File: src/design/fpc_pkg.sv
// Purpose: Shared constants and types for the flash protection control block.
// Assumes: Eight-bit stored password, up to ten data sectors on small-flash variants.
// Notes: Password pattern fields are given as bit positions and codes.
package fpc_pkg;
	localparam int          FPC_PW_W         = 8;
	localparam int          FPC_PW_MSB       = 7;
	localparam int          FPC_PW_N_HI      = 6;
	localparam int          FPC_PW_N_LO      = 3;
	localparam int          FPC_SEC_N        = 10;
	localparam logic [3:0]  FPC_N_MIN        = 4'h1;
	localparam logic [3:0]  FPC_N_MAX        = 4'h9;
	localparam logic [4:0]  FPC_PAT_ALL      = 5'h0A;
	localparam logic [7:0]  FPC_PW_RST       = 8'h00;
	localparam logic [9:0]  FPC_SEC_ALL      = 10'h3FF;
	localparam logic [9:0]  FPC_SEC_NONE     = 10'h000;
	localparam logic [3:0]  FPC_LDR_MODE_PW  = 4'h6;

	typedef enum logic [3:0]
	{
		FPC_ST_IDLE  = 4'b0001,
		FPC_ST_ERASE = 4'b0010,
		FPC_ST_CLRPW = 4'b0100,
		FPC_ST_DONE  = 4'b1000
	} fpc_state_t;
endpackage : fpc_pkg

File: src/design/fpc_decode.sv
// Purpose: Decodes a stored password into protection mode and sector scope.
// Assumes: Purely combinational; the caller latches the results.
// Notes: Small-flash variant decoding follows the sector pattern table.
`timescale 1ns/1ps
`default_nettype none
module fpc_decode
	import fpc_pkg::*;
(
	input  wire logic [7:0] password,
	input  wire logic       small_variant,
	output logic            mode1,
	output logic            read_prot,
	output logic [9:0]      erase_sectors
);
	logic [3:0] n_field;
	logic [4:0] pat;

	// Sector mask with bits 0 to n-1 set.
	function automatic logic [9:0] fpc_low_mask(input logic [3:0] n);
		logic [9:0] m;
		m = FPC_SEC_NONE;
		for (int i = 0; i < FPC_SEC_N; i++)
		begin
			if (4'(i) < n)
				m[i] = 1'b1;
		end
		return m;
	endfunction

	always_comb
	begin
		n_field       = password[FPC_PW_N_HI:FPC_PW_N_LO];
		pat           = password[FPC_PW_MSB:FPC_PW_N_LO];
		mode1         = password[FPC_PW_MSB];
		read_prot     = 1'b1;
		erase_sectors = FPC_SEC_ALL;
		if (small_variant)
		begin
			if (password[FPC_PW_MSB])
			begin
				read_prot     = 1'b1;
				erase_sectors = FPC_SEC_ALL;
			end
			else if (pat == FPC_PAT_ALL)
			begin
				read_prot     = 1'b0;
				erase_sectors = FPC_SEC_ALL;
			end
			else if (n_field >= FPC_N_MIN && n_field <= FPC_N_MAX)
			begin
				read_prot     = 1'b0;
				erase_sectors = fpc_low_mask(n_field);
			end
			else
			begin
				read_prot     = 1'b0;
				erase_sectors = FPC_SEC_NONE;
			end
		end
	end
endmodule // fpc_decode
`default_nettype wire

File: src/design/fpc_top.sv
// Purpose: Flash protection control: gates core reads, programs and erases of the flash arrays.
// Assumes: Password and variant straps come from nonvolatile storage, stable around reset.
// Notes: Unlock erases the scoped contents, then the password; protection holds until next reset.
`timescale 1ns/1ps
`default_nettype none
// Overview of operation
// - Mask ROM program memory is always read-out protected.
// - Arming and unlocking happen only through bootstrap loader mode 6.
// - Password MSB one: mode 1, both flashes protected, unlock erases all.
// - Password MSB zero: mode 0, program flash only, unlock erases it.
// - Program flash reads served to code in program flash, or either in mode 1.
// - Mode 0 data flash is readable from any program memory.
// - Program flash program and erase refused while protected.
// - Mode 0 data program allowed, erase needs enable bit; mode 1 refuses both.
// - Password match erases protected contents and the stored password.
// - After unlock protection holds until next reset, then unprotected.
// - Small variants: MSB one protects whole flash, unlock erases all sectors.
// - Small variants: n from 1 to 9 erase-protects sectors 0 to n-1.
// - Pattern 01010 protects all sectors; other patterns protect nothing.
module fpc_top
	import fpc_pkg::*;
(
	input  wire logic       clk,
	input  wire logic       nrst,
	input  wire logic       clk_en,
	input  wire logic       small_variant,
	input  wire logic       pw_stored_valid,
	input  wire logic [7:0] pw_stored,
	input  wire logic       bootstrap_loader_active,
	input  wire logic [3:0] bootstrap_loader_mode,
	input  wire logic       pw_program_req,
	input  wire logic       unlock_req,
	input  wire logic [7:0] unlock_pw,
	input  wire logic       rd_req,
	input  wire logic       rd_tgt_pflash,
	input  wire logic       rd_tgt_dflash,
	input  wire logic       rd_tgt_rom,
	input  wire logic       rd_exec_pflash,
	input  wire logic       rd_exec_dflash,
	input  wire logic       rd_external,
	input  wire logic       pe_req,
	input  wire logic       pe_erase,
	input  wire logic       pe_tgt_pflash,
	input  wire logic [9:0] pe_sectors,
	input  wire logic       data_flash_erase_enable,
	input  wire logic       erase_done,
	input  wire logic       pw_clear_done,
	output logic            rd_grant,
	output logic            rd_deny,
	output logic            pe_grant,
	output logic            pe_deny,
	output logic            pw_program_grant,
	output logic            erase_start,
	output logic            erase_pflash,
	output logic            erase_dflash,
	output logic [9:0]      erase_sector_mask,
	output logic            pw_clear_start,
	output logic            unlock_ok,
	output logic            unlock_fail,
	output logic            prot_active,
	output logic            prot_mode1
);
	logic       dec_mode1;
	logic       dec_rprot;
	logic [9:0] dec_sec;

	logic       armed_q,  armed_d;
	logic       mode1_q,  mode1_d;
	logic       rprot_q,  rprot_d;
	logic [9:0] scope_q,  scope_d;
	logic [7:0] pw_q,     pw_d;
	logic       latch_q,  latch_d;
	fpc_state_t st_q,     st_d;

	logic rd_grant_q, rd_grant_d, rd_deny_q, rd_deny_d;
	logic pe_grant_q, pe_grant_d, pe_deny_q, pe_deny_d;
	logic pwg_q, pwg_d, es_q, es_d, ep_q, ep_d, ed_q, ed_d;
	logic [9:0] esm_q, esm_d;
	logic pcs_q, pcs_d, uok_q, uok_d, ufl_q, ufl_d;

	logic ldr_ok;
	logic pf_readable;
	logic df_readable;
	logic pe_ok;

	fpc_decode u_decode
	(
		.password      (pw_stored),
		.small_variant (small_variant),
		.mode1         (dec_mode1),
		.read_prot     (dec_rprot),
		.erase_sectors (dec_sec)
	);

	// Protection configuration: captured in the first enabled cycle after reset release.
	always_comb
	begin
		latch_d = 1'b1;
		armed_d = armed_q;
		mode1_d = mode1_q;
		rprot_d = rprot_q;
		scope_d = scope_q;
		pw_d    = pw_q;
		if (!latch_q)
		begin
			armed_d = pw_stored_valid;
			mode1_d = dec_mode1;
			rprot_d = dec_rprot;
			scope_d = dec_sec;
			pw_d    = pw_stored;
		end
	end

	always_comb
	begin
		ldr_ok = bootstrap_loader_active && (bootstrap_loader_mode == FPC_LDR_MODE_PW);
		// Read access decision.
		pf_readable = !armed_q || !rprot_q || rd_exec_pflash || (mode1_q && rd_exec_dflash);
		if (small_variant)
			pf_readable = !armed_q || !rprot_q || rd_exec_pflash || rd_exec_dflash;
		df_readable = !armed_q || !rprot_q || !mode1_q || rd_exec_pflash || rd_exec_dflash;
		// Program/erase decision; protection stays in force after unlock until reset.
		if (!armed_q)
			pe_ok = 1'b1;
		else if (small_variant)
			pe_ok = !rprot_q && !(pe_erase && |(pe_sectors & scope_q));
		else if (pe_tgt_pflash)
			pe_ok = 1'b0;
		else if (mode1_q)
			pe_ok = 1'b0;
		else
			pe_ok = !pe_erase || data_flash_erase_enable;
	end

	// Access gating and unlock sequencing.
	always_comb
	begin
		st_d       = st_q;
		rd_grant_d = 1'b0;
		rd_deny_d  = 1'b0;
		pe_grant_d = 1'b0;
		pe_deny_d  = 1'b0;
		pwg_d      = 1'b0;
		es_d       = 1'b0;
		pcs_d      = 1'b0;
		uok_d      = 1'b0;
		ufl_d      = 1'b0;
		ep_d       = ep_q;
		ed_d       = ed_q;
		esm_d      = esm_q;
		if (rd_req && latch_q)
		begin
			if (rd_external && (rd_tgt_rom || rd_tgt_pflash || rd_tgt_dflash) && rd_tgt_rom)
				rd_deny_d = 1'b1;
			else if (rd_tgt_rom)
				rd_grant_d = !rd_external;
			else if (rd_tgt_pflash)
			begin
				rd_grant_d = pf_readable && !(rd_external && armed_q && rprot_q);
				rd_deny_d  = !(pf_readable && !(rd_external && armed_q && rprot_q));
			end
			else
			begin
				rd_grant_d = df_readable && !(rd_external && armed_q && rprot_q && mode1_q);
				rd_deny_d  = !(df_readable && !(rd_external && armed_q && rprot_q && mode1_q));
			end
			if (rd_tgt_rom && rd_external)
				rd_grant_d = 1'b0;
		end
		if (pe_req && latch_q && st_q == FPC_ST_IDLE)
		begin
			pe_grant_d = pe_ok;
			pe_deny_d  = !pe_ok;
		end
		else if (pe_req)
			pe_deny_d = 1'b1;
		if (pw_program_req && latch_q)
			pwg_d = ldr_ok && !armed_q;
		case (st_q)
			FPC_ST_IDLE:
			begin
				if (unlock_req && latch_q && ldr_ok && armed_q)
				begin
					if (unlock_pw == pw_q)
					begin
						es_d  = 1'b1;
						ep_d  = 1'b1;
						ed_d  = small_variant || mode1_q;
						esm_d = small_variant ? scope_q : FPC_SEC_ALL;
						st_d  = FPC_ST_ERASE;
					end
					else
						ufl_d = 1'b1;
				end
				else if (unlock_req)
					ufl_d = 1'b1;
			end
			FPC_ST_ERASE:
			begin
				// Only one unlock sequence runs at a time; a second request is refused.
				ufl_d = unlock_req;
				if (erase_done)
				begin
					pcs_d = 1'b1;
					st_d  = FPC_ST_CLRPW;
				end
			end
			FPC_ST_CLRPW:
			begin
				ufl_d = unlock_req;
				if (pw_clear_done)
				begin
					uok_d = 1'b1;
					st_d  = FPC_ST_DONE;
				end
			end
			FPC_ST_DONE:
			begin
				// Stays armed until reset; a repeated unlock is refused.
				ufl_d = unlock_req;
			end
			default:
			begin
				st_d = FPC_ST_IDLE;
			end
		endcase
	end

	always_ff @(posedge clk or negedge nrst)
	begin
		if (!nrst)
		begin
			latch_q    <= 1'b0;
			armed_q    <= 1'b1;
			mode1_q    <= 1'b1;
			rprot_q    <= 1'b1;
			scope_q    <= FPC_SEC_ALL;
			pw_q       <= FPC_PW_RST;
			st_q       <= FPC_ST_IDLE;
			rd_grant_q <= 1'b0;
			rd_deny_q  <= 1'b0;
			pe_grant_q <= 1'b0;
			pe_deny_q  <= 1'b0;
			pwg_q      <= 1'b0;
			es_q       <= 1'b0;
			ep_q       <= 1'b0;
			ed_q       <= 1'b0;
			esm_q      <= FPC_SEC_NONE;
			pcs_q      <= 1'b0;
			uok_q      <= 1'b0;
			ufl_q      <= 1'b0;
		end
		else if (clk_en)
		begin
			latch_q    <= latch_d;
			armed_q    <= armed_d;
			mode1_q    <= mode1_d;
			rprot_q    <= rprot_d;
			scope_q    <= scope_d;
			pw_q       <= pw_d;
			st_q       <= st_d;
			rd_grant_q <= rd_grant_d;
			rd_deny_q  <= rd_deny_d;
			pe_grant_q <= pe_grant_d;
			pe_deny_q  <= pe_deny_d;
			pwg_q      <= pwg_d;
			es_q       <= es_d;
			ep_q       <= ep_d;
			ed_q       <= ed_d;
			esm_q      <= esm_d;
			pcs_q      <= pcs_d;
			uok_q      <= uok_d;
			ufl_q      <= ufl_d;
		end
	end

	assign rd_grant          = rd_grant_q;
	assign rd_deny           = rd_deny_q;
	assign pe_grant          = pe_grant_q;
	assign pe_deny           = pe_deny_q;
	assign pw_program_grant  = pwg_q;
	assign erase_start       = es_q;
	assign erase_pflash      = ep_q;
	assign erase_dflash      = ed_q;
	assign erase_sector_mask = esm_q;
	assign pw_clear_start    = pcs_q;
	assign unlock_ok         = uok_q;
	assign unlock_fail       = ufl_q;
	assign prot_active       = armed_q;
	assign prot_mode1        = mode1_q;
endmodule // fpc_top
`default_nettype wire

File: config.mk
export PLATFORM = sky130hd
export DESIGN_NAME = fpc_top
export DESIGN_NICKNAME = d
export VERILOG_FILES = /design/src/design/fpc_pkg.sv /design/src/design/fpc_decode.sv /design/src/design/fpc_top.sv
export SDC_FILE = /design/constraint.sdc
export NUM_CORES = 1
export LEC_CHECK = 0
export BUFFER_PORTS_ARGS = -buffer_cell sky130_fd_sc_hd__buf_4
export CORE_MARGIN = 10
export CORE_UTILIZATION = 30
export CTS_BUF_LIST = sky130_fd_sc_hd__clkbuf_8
export DETAILED_ROUTE_END_ITERATION = 7
export PLACE_DENSITY = 0.52
export SKIP_CTS_REPAIR_TIMING = 1
export SYNTH_ARGS = -nofsm -noshare
export SYNTH_HDL_FRONTEND = slang
export SYNTH_HIERARCHICAL = 1
export SYNTH_SLANG_ARGS = --single-unit
export TNS_END_PERCENT = 20
File: constraint.sdc
create_clock -name clk -period 2.1 [get_ports clk]
set_input_delay 0.105 -clock clk [delete_from_list [all_inputs] [get_ports clk]]
set_output_delay 0.105 -clock clk [all_outputs]
set_load 0.05 [all_outputs]
Word-level counts from Yosys, hierarchy flattened
Cells that the tools add are included.
{ "totals": {"register_bits": 47, "input_bits": 51, "elab_cells": 144} }
{ "classes": {"magnitude_cmp": 12, "eq_ne": 11, "n_mux": 51, "bitwise": 3, "reduce_logical": 48} }
{ "op_table": {"columns": ["cell", "n"], "rows": [
  ["10-bit 2-to-1 mux", 5],
  ["1-bit 2-to-1 mux", 40],
  ["1-bit logical AND", 21],
  ["3-bit by 4-bit less-than comparator with 1-bit output, first input constant", 4],
  ["4-bit 2-to-1 mux", 4],
  ["4-bit case mux with 4 select lines", 1],
  ["1-bit logical NOT", 11],
  ["1-bit logical OR", 11],
  ["10-bit bitwise AND", 1],
  ["10-bit OR reduction", 1],
  ["4-bit by 3-bit equality test with 1-bit output, second input constant", 2],
  ["8-bit equality test", 1],
  ["1-bit by 4-bit less-than comparator with 1-bit output, first input constant", 2],
  ["2-bit by 4-bit less-than comparator with 1-bit output, first input constant", 2],
  ["4-bit less-than comparator, first input constant", 2],
  ["6-bit AND reduction", 1],
  ["5-bit by 4-bit equality test with 1-bit output, second input constant", 1],
  ["4-bit by 1-bit equality test with 1-bit output, second input constant", 1],
  ["4-bit by 2-bit equality test with 1-bit output, second input constant", 1],
  ["4-bit equality test, second input constant", 1],
  ["4-bit by 1-bit greater-or-equal comparator with 1-bit output, second input constant", 1],
  ["4-bit <= comparator, second input constant", 1],
  ["2-bit by 1-bit != test with 1-bit output, second input constant", 2],
  ["2-bit != test, second input constant", 2],
  ["other kinds (5)", 6]
]} }

Depth between registers and ports, before layout
Gate-level depths: netlist of run 1.
{ "logic_depth": {"depth_word": 11, "ltp_mapped": 6} }

Modules after synthesis
The synthesis of run 1 kept the hierarchy.
{ "modules_own_cells": {"columns": ["module", "instances", "cells_each", "area_per_inst_um2"], "rows": [
  ["fpc_top", 1, 174, 2292.2],
  ["fpc_decode", 1, 28, 168.9]
]} }

Worst setup path before layout of run 1
Ideal clock, no wire load.
{ "synth_timing": {"path_kind": "reg-to-reg", "from": "register armed_q, in the netlist prot_active", "to": "register esm_q[2], in the netlist erase_sector_mask[2]", "setup_ns": 0.125, "arrival_ns": 2.068, "required_time_ns": 1.975, "setup_slack_ns": -0.094, "path_stages_with_launch": 6, "period_less_slack_ns": 2.194, "path_cell_list": "dfstp_2 -> nand2_1 -> or4_4 -> nor4_4 -> buf_6 -> mux2_4"} }
{ "synth_between": {"elab_chain_len": 2} }
{ "synth_lines": {"columns": ["element", "line", "source"], "rows": [
  ["start: declaration", "fpc_top.sv:67", "logic armed_q, armed_d;"],
  ["start signal: assignment", "fpc_top.sv:256", "armed_q <= armed_d;"],
  ["1-bit logical AND", "fpc_top.sv:182", "if (unlock_req && latch_q && ldr_ok && armed_q)"],
  ["4-bit AND reduction (no source line)", null, null],
  ["end signal: assignment", "fpc_top.sv:270", "esm_q <= esm_d;"],
  ["end: declaration", "fpc_top.sv:78", "logic [9:0] esm_q, esm_d;"]
]} }
Every way passes these cells.
A chain may end at the register's enable or synchronous reset.

Worst setup path after layout of run 1
{ "layout_timing": {"from": "register armed_q, in the netlist prot_active", "to": "register esm_q[0], in the netlist erase_sector_mask[0]"} }
The elaborated chain is that of the path after synthesis.

==> metrics.yaml, run 1 <==
global_route:
  grt_pass1_wl_um: 10100
  grt_max_degree: 48
  grt_pass1_vias: 1935
  grtUsageTotal_pct: 9.99
  grt_antenna_before_repair: 0
  grt-ovfl-total: 0
synthesis:
  synth.distinct_cells: 58
  seq_area_frac_synth_pct: 48.5
  ys_ff_latch: 47
  syn_area_per_cell_um2: 12.2
  synth_cells: 202
  netlist_area_um2: 2460
  synth-main-ff-cell: "dfrtp_1"
  synth_edf_count: 0
  yosysWarnings: 6
  synth_nets: 253
  postSynth.asyncResetShare_pct: 100
cells_and_area:
  diodes: 0
  multi_input_area_um2: 1190
  nNetsFinal: 331
  drive_gt1_share_pct: 54.1
  postLayoutCellArea_um2: 3240
  fillers: 809
  regArea_um2: 1200
  syn2layout_area_growth_pct: 31.7
power_and_ir_drop:
  cellLeakagePower_nw: 1.49
  power_density_nw_per_um2: 603
  finalPower_w: 0.00196
  ir_drop_mv: 0.249
timing:
  fmax_mhz: 488
  report.final.setup_viol: 0
  setup_slack_ns: 0.0510
  finalHoldViolCount: 0
  rsz0062_at_grt: "yes"
  fin_crit_ns: 2.05
  drv_slew: 0
  worst_pin_slew_ns: 0.605
  slew_headroom_pct: 59.7
  clock_skew_ns: 0.00519
  finalCritPeriodShare_pct: 97.6
detailed_routing:
  dr.pass1.iters: 4
  vias: 1821
  vias_per_cell: 4.75
  ant_nets: 0
  wire_per_inst_um: 16.4
  drtIter0Drc: 42
  wirelength_um: 6270
  drc: 0
critical_path:
  critical_path_class: "flip-flop to flip-flop"
  cp_top_family: "simple AND/OR/NAND/NOR gates"
  cp_max_fo: 13
  critPathLaunchType: "flip-flop"
  critPathRequiredTime_ns: 2.29
  path_buf_inv: 1
  worstPathCellList: "nand2_2, or4_4, nor4_4, buf_12, mux2_2"
  slowest_stage: "dfstp_4"
  endpoint_kind: "flip-flop"
  critPathArrivalTime_ns: 2.24
  max_stage_delay_ns: 0.62
die:
  initial_utilization_pct: 31.4
  rows: 32
  die_area_um2: 12200
  pin_count: 74
  die_height_um: 111
  die_w_um: 111
  core_um2: 7850
status:
  status: "complete, no violations"
run:
  maxCapViolations: 0
cts:
  cts_tree: "done"
  clk_pin_slew_ns: 0.08
  cts-root-buf: "clkbuf_8"
  cts_inserted_buffers: 5
  clock_sinks: 47
  cts.path.max_buffers: 2
  htreeDepth: 2
  clk_latency_ns: 0.29
worst_hold_path:
  min_path_type: "input pin to flip-flop"
placed_design:
  place.gp.congestion: 0.783
  io_buffers: 72
  dp_hpwl_um: 4840
  dp_slack_ns: 0.0351
  postPlaceCellArea_um2: 3140
-- where the power goes --
group	switching [W]	total, W	leakage (nW)	internal [W]
Sequential	0.0000481	0.00104	0.580	0.000992
Combinational	0.000201	0.000394	0.858	0.000193
Clock	0.000299	0.000522	0.0519	0.000223
-- registers in the layout (all words and copies together) (netlist names) --
register and cells:
erase_dflash 1, erase_pflash 1, erase_sector_mask 10, erase_start 1
latch_q 1, pe_deny 1, pe_grant 1, prot_active 1
prot_mode1 1, pw_clear_start 1, pw_program_grant 1, pw_q 8
rd_deny 1, rd_grant 1, rprot_q 1, scope_q 10
st_q 4, unlock_fail 1, unlock_ok 1
-- final cells by class --
type | count | share of cell area [%]
flip-flops and latches | 47 | 36.9
inverters | 7 | 0.810
repair buffers | 80 | 19.0
multi-input cells | 139 | 36.9
clock buffers | 5 | 2.12
clock inverters | 3 | 0.347
well taps | 102 | 3.94
-- kinds of logic after synthesis --
family	synth area share, %
AOI/OAI and AO/OA	11.9
buffers and inverters	3.15
muxes	16.9
xor gates and xnor gates	3.91
and+or+nand+nor	15.6
DFF	48.5
-- worst paths after layout --
path                              start                   end  slack, ns  cells after the start
min                        pw_stored[1]               pw_q[1]       0.04                      2
max in group asynchronous          nrst               pw_q[0]       1.33                      2
min reg2reg                erase_pflash          erase_pflash       0.49                      1
min in group asynchronous          nrst  erase_sector_mask[8]       0.36                      2
max                         prot_active  erase_sector_mask[0]       0.05                      5
max reg2reg                 prot_active  erase_sector_mask[0]       0.05                      5
-- synth_stat cells, types with 2 or more instances --
cell type,n,area (µm²)
or2b_1,3,22.5
mux2i_1,3,30.0
nand3_1,6,30.0
a211oi_1,2,15.0
nand2_1,7,26.3
inv_1,6,22.5
a22oi_1,5,37.5
mux2_2,25,282
buf_2,2,10.0
or2_2,2,12.5
dfrtp_1,33,826
nand2b_1,7,43.8
o211a_1,2,20.0
nand3b_1,4,30.0
nor4_1,2,12.5
o21ai_1,4,20.0
mux2_4,7,105
xnor2_1,6,52.6
o21ai_0,4,20.0
nor2_1,4,15.0
xor2_1,5,43.8
buf_1,3,11.3
nor3_1,2,10.0
or2b_2,5,43.8
a22o_1,3,26.3
a31oi_1,2,12.5
o2bb2ai_1,2,17.5
a21oi_1,2,10.0
buf_4,2,15.0
dfstp_2,14,368
-- metal layers --
layer	GRT usage (%)	wire length (µm)	vias to the layer above
met1	13.2	3070	883
met3	2.76	248	4
met2	15.1	2880	46
li1	-	-	888
met4	3.71	77	0
met5	0	0	-
-- metrics by stage --
stage / instances / utilization, % / hold WS (ns) / TNS [ns]
4_1_cts: 381 / 41.1 / -0.164 / 0
5_1_grt: 383 / 41.3 / 0.0152 / -0.107
2_1_floorplan: 202 / - / -0.191 / -0.491
3_3_place_gp: 373 / 40.0 / 0.165 / 0
6_report: 383 / 41.3 / 0.0367 / 0
3_5_place_dp: 373 / 40.0 / 0.161 / 0
-- cells in the final DEF, fill, tap and decap left out, types with 6 or more instances in the layout --
cell type / netlist / routed
xnor2_1: 6 / 6
mux2_4: 7 / 7
inv_1: 6 / 9
dfrtp_1: 33 / 33
dfstp_2: 14 / 13
buf_4: 2 / 78
nand2b_1: 7 / 7
nand3_1: 6 / 6
mux2_2: 25 / 25
nand2_1: 7 / 6
Note: power is estimated with default switching activity, not from simulation.
==> run 2, diff against run 1 <==
--- a/config.mk
+++ b/config.mk
@@ -8,7 +8,6 @@
 export BUFFER_PORTS_ARGS = -buffer_cell sky130_fd_sc_hd__buf_4
 export CORE_MARGIN = 10
 export CORE_UTILIZATION = 30
-export CTS_BUF_LIST = sky130_fd_sc_hd__clkbuf_8
 export DETAILED_ROUTE_END_ITERATION = 7
 export PLACE_DENSITY = 0.52
 export SKIP_CTS_REPAIR_TIMING = 1
==> constraint.sdc (replaced) <==
create_clock -name clk -period 2.1 [get_ports clk]
set_input_delay 0.105 -clock clk [delete_from_list [all_inputs] [get_ports clk]]
set_output_delay 0.105 -clock clk [all_outputs]
set_load 0.005 [all_outputs]
==> metrics.yaml, run 2 (same netlist as run 1, synthesis figures left out) <==
global_route:
  grt_pass1_vias: 1960
  grt_max_degree: 48
  grtUsageTotal_pct: 10.3
  grt-ovfl-total: 0
  grt_pass1_wl_um: 10600
  grt_antenna_before_repair: 0
critical_path:
  cp_max_fo: 13
  path_buf_inv: 1
  rrSetupSlack_ns: 0.10
  max_stage_delay_ns: 0.54
  slowest_stage: "dfstp_2"
  cp_top_family: "simple AND/OR/NAND/NOR gates"
  critPathArrivalTime_ns: 2.18
  critPathLaunchType: "flip-flop"
  critical_path_class: "flip-flop to flip-flop"
  endpoint_kind: "flip-flop"
  worstPathCellList: "nand2_1, or4_4, nor4_4, buf_12, mux2_2"
  critPathRequiredTime_ns: 2.29
timing:
  worst_pin_slew_ns: 0.610
  drv_slew: 0
  finalSetupTns_ns: 0
  finalCritPeriodShare_pct: 95.1
  clock_skew_ns: 0.00881
  report.final.setup_viol: 0
  fmax_mhz: 501
  slew_headroom_pct: 59.3
  finalHoldViolCount: 0
  setup_slack_ns: 0.103
  rsz0062_at_grt: "no"
  fin_crit_ns: 2.00
cts:
  cts-root-buf: "clkbuf_8"
  cts.path.max_buffers: 2
  clk_pin_slew_ns: 0.09
  cts_inserted_buffers: 5
  htreeDepth: 2
  clock_sinks: 47
  cts_tree: "done"
  clk_latency_ns: 0.30
placed_design:
  dp_cells: 374
  postPlaceCellArea_um2: 3150
  dp_slack_ns: 0.118
  place.gp.congestion: 0.733
  io_buffers: 72
  dp_hpwl_um: 4860
status:
  status: "complete, no violations"
detailed_routing:
  dr.pass1.iters: 4
  drtIter0Drc: 43
  wire_per_inst_um: 16.6
  wirelength_um: 6360
  drc: 0
  vias_per_cell: 4.73
  ant_nets: 0
  vias: 1810
run:
  maxCapViolations: 0
die:
  pin_count: 74
  die_area_um2: 12200
  core_um2: 7850
  die_height_um: 111
  initial_utilization_pct: 31.4
  die_w_um: 111
  rows: 32
power_and_ir_drop:
  finalPower_w: 0.00202
  power_density_nw_per_um2: 620
  ir_drop_mv: 0.266
  cellLeakagePower_nw: 1.49
cells_and_area:
  diodes: 0
  postLayoutCellArea_um2: 3260
  multi_input_area_um2: 1190
  fillers: 804
  final_cell_mix: "buf_4 (78), dfrtp_1 (33), mux2_2 (25)"
  syn2layout_area_growth_pct: 32.5
  drive_gt1_share_pct: 54.1
  nNetsFinal: 331
  regArea_um2: 1190
  final_cells: 383
  final_common_cell: "buf_4"
worst_hold_path:
  min_path_type: "input pin to flip-flop"
run 2: cell types whose count changed in the layout (fill, tap and decap cells not counted):
cell | before | now
nand2_2 | 2 | 1
dfstp_2 | 13 | 14
bufinv_16 | 0 | 1
clkbuf_1 | 0 | 2
nand2_1 | 6 | 7
inv_1 | 9 | 6
dfstp_4 | 1 | 0
run 2: worst paths after layout:
path | startpoint | to | cells past startpoint
max in group asynchronous | nrst | pw_q[2] | 2
hold / removal | pw_stored[0] | pw_q[0] | 2
setup reg to reg | prot_active | erase_sector_mask[9] | 5
setup / recovery | prot_active | erase_sector_mask[9] | 5
min in group asynchronous | nrst | erase_sector_mask[8] | 2
hold reg to reg | erase_pflash | erase_pflash | 1
run 2: report_power, final:
group / internal [W] / leakage, nW / switching, W / total [W]
combinational: 0.000191 / 0.858 / 0.000139 / 0.000331
sequential: 0.000991 / 0.579 / 0.0000478 / 0.00104
clock: 0.000357 / 0.0524 / 0.000298 / 0.000655
total: 0.00154 / 1.49 / 0.000485 / 0.00202
run 2: stage by stage:
step	utilization, %	hold WS (ns)
floorplan	-	-0.191
global placement	40.1	0.162
detailed placement	40.1	0.159
CTS	41.4	-0.166
global route	41.6	0.0269
finish	41.6	0.0330
run 2: cell type report:
cell class / instances / share of cell area (%)
Sequential cell: 47 / 36.6
Multi-Input combinational cell: 139 / 36.6
Timing Repair Buffer: 80 / 18.9
Tap cell: 102 / 3.91
Clock buffer: 7 / 2.34
Clock inverter: 1 / 0.921
Inverter: 7 / 0.806
run 2: metal layers:
metal | track usage [%] | routed length (µm) | up-vias | part of all wire [%]
met1 | 13.0 | 2960 | 876 | 47
met5 | 0 | 0 | - | 0
li1 | - | - | 883 | -
met3 | 3.57 | 361 | 5 | 5.7
met4 | 2.33 | 55 | 0 | 0.86
met2 | 16.4 | 2990 | 46 | 47
==> run 3, diff against run 2 <==
--- a/config.mk
+++ b/config.mk
@@ -10,6 +10,7 @@
 export CORE_UTILIZATION = 30
 export DETAILED_ROUTE_END_ITERATION = 7
 export PLACE_DENSITY = 0.52
+export RECOVER_POWER = 25
 export SKIP_CTS_REPAIR_TIMING = 1
 export SYNTH_ARGS = -nofsm -noshare
 export SYNTH_HDL_FRONTEND = slang
==> constraint.sdc (replaced) <==
create_clock -name clk -period 1.81 [get_ports clk]
set_input_delay 0.0905 -clock clk [delete_from_list [all_inputs] [get_ports clk]]
set_output_delay 0.0905 -clock clk [all_outputs]
set_load 0.005 [all_outputs]
==> metrics.yaml, run 3 (same netlist as run 1, synthesis figures left out) <==
status:
  status: "complete, but fails checks"
  violations: "negative setup slack"
cells_and_area:
  nNetsFinal: 340
  drive_gt1_share_pct: 56.6
  syn2layout_area_growth_pct: 35.1
  final_cells: 392
  fillers: 790
  final_cell_mix: "buf_4 (85), dfrtp_1 (31), mux2_2 (25)"
  final_common_cell: "buf_4"
  postLayoutCellArea_um2: 3330
  diodes: 0
timing:
  slew_headroom_pct: 23.7
  worst_pin_slew_ns: 1.14
  setup_slack_ns: -0.142
  clock_skew_ns: 0.00569
  fin_crit_ns: 1.95
  finalSetupTns_ns: -1.18
  rsz0062_at_grt: "yes"
  fmax_mhz: 512
  drv_slew: 0
  finalCritPeriodShare_pct: 108
  finalHoldViolCount: 0
  report.final.setup_viol: 12
  whs_ns: 0.0275
power_and_ir_drop:
  ir_drop_mv: 0.268
  p_int_w: 0.00164
  switching_share_pct: 25.5
  p_comb_share_pct: 17.6
  p_seq_share_pct: 54.4
  cellLeakagePower_nw: 1.52
  power_density_nw_per_um2: 664
  p_sw_w: 0.000563
  p_clk_share_pct: 28.0
cts:
  htreeDepth: 2
  cts_tree: "done"
  clock_sinks: 47
  clk_pin_slew_ns: 0.08
  cts_inserted_buffers: 5
  cts-root-buf: "clkbuf_8"
  clk_latency_ns: 0.30
  cts.path.max_buffers: 2
global_route:
  grt_pass1_wl_um: 10500
  grtUsageTotal_pct: 10.4
  grt_max_degree: 48
  grt_pass1_vias: 1986
  grt-ovfl-total: 0
  grt_antenna_before_repair: 0
detailed_routing:
  vias: 1836
  dr.pass1.iters: 4
  wirelength_um: 6510
  vias_per_cell: 4.68
  wire_per_inst_um: 16.6
  drc: 0
  ant_nets: 0
  drtIter0Drc: 63
die:
  die_height_um: 111
  pin_count: 74
  initial_utilization_pct: 31.4
  die_w_um: 111
  core_um2: 7850
  die_area_um2: 12200
  rows: 32
placed_design:
  postPlaceCellArea_um2: 3230
  place.gp.congestion: 0.745
  io_buffers: 72
  dp_hpwl_um: 5080
  dp_cells: 383
  dp_slack_ns: -0.136
critical_path:
  critPathRequiredTime_ns: 2.00
  critical_path_class: "flip-flop to flip-flop"
  endpoint_kind: "flip-flop"
  critPathArrivalTime_ns: 2.14
  cp_max_fo: 11
  critPathLaunchType: "flip-flop"
worst_hold_path:
  min_path_type: "input pin to flip-flop"
run:
  maxCapViolations: 0
run 3: cell types whose count changed in the layout (fill, tap and decap cells not counted), sizes merged:
cell	delta
bufinv	-1
clkinv	+1
clkbuf	+1
buf	+8
run 3: worst paths after layout:
kind,from,slack (ns),endpoint,depth (start not counted)
min in group asynchronous,nrst,0.55,erase_sector_mask[8],2
hold reg to reg,erase_pflash,0.49,erase_pflash,1
setup / recovery,pw_q[1],-0.14,erase_sector_mask[0],5
hold / removal,pw_stored[2],0.03,pw_q[2],2
setup reg to reg,pw_q[1],-0.14,erase_sector_mask[0],5
max in group asynchronous,nrst,0.49,st_q[2],2
run 3: critical path, cell delays in order, from the launching register on:
cell and delay [ns]:
dfrtp_1 0.40, xor2_1 0.16, or4_4 0.55, nor4_4 0.20, buf_12 0.19, mux2_2 0.34
run 3: final cells by class:
type / count / area, µm² / share of cell area [%]
clock buffer: 7 / 76.3 / 2.29
clock inverter: 1 / 5.00 / 0.150
multi-input combinational: 139 / 1200 / 36.1
tap: 102 / 128 / 3.84
sequential: 47 / 1200 / 36.0
timing repair buffer: 89 / 693 / 20.8
inverter: 7 / 26.3 / 0.790
run 3: power by group through the flow:
| stage | registers, W | logic (W) | clock network [W] |
|---|---|---|---|
| floorplan | 0.00121 | 0.000194 | 0 |
| global placement | 0.00122 | 0.000394 | 0 |
| detailed placement | 0.00122 | 0.000396 | 0 |
| CTS | 0.00120 | 0.000397 | 0.000641 |
| global route | 0.00122 | 0.000434 | 0.000682 |
| finish | 0.00120 | 0.000389 | 0.000617 |
run 3: metal layers:
layer | wire [µm] | share of wire [%] | up-vias | GRT usage, %
met5 | 0 | 0 | - | 0
met4 | 69 | 1.1 | 0 | 3.54
met3 | 308 | 4.7 | 5 | 2.76
met2 | 2920 | 45 | 53 | 15.6
met1 | 3210 | 49 | 875 | 13.9
li1 | - | - | 903 | -
run 3: stage by stage:
| step | power (W) | util [%] |
|---|---|---|
| 3_5_place_dp | 0.00162 | 41.1 |
| 2_1_floorplan | 0.00140 | - |
| 5_1_grt | 0.00233 | 42.4 |
| 6_report | 0.00221 | 42.4 |
| 4_1_cts | 0.00224 | 42.1 |
| 3_3_place_gp | 0.00161 | 41.1 |
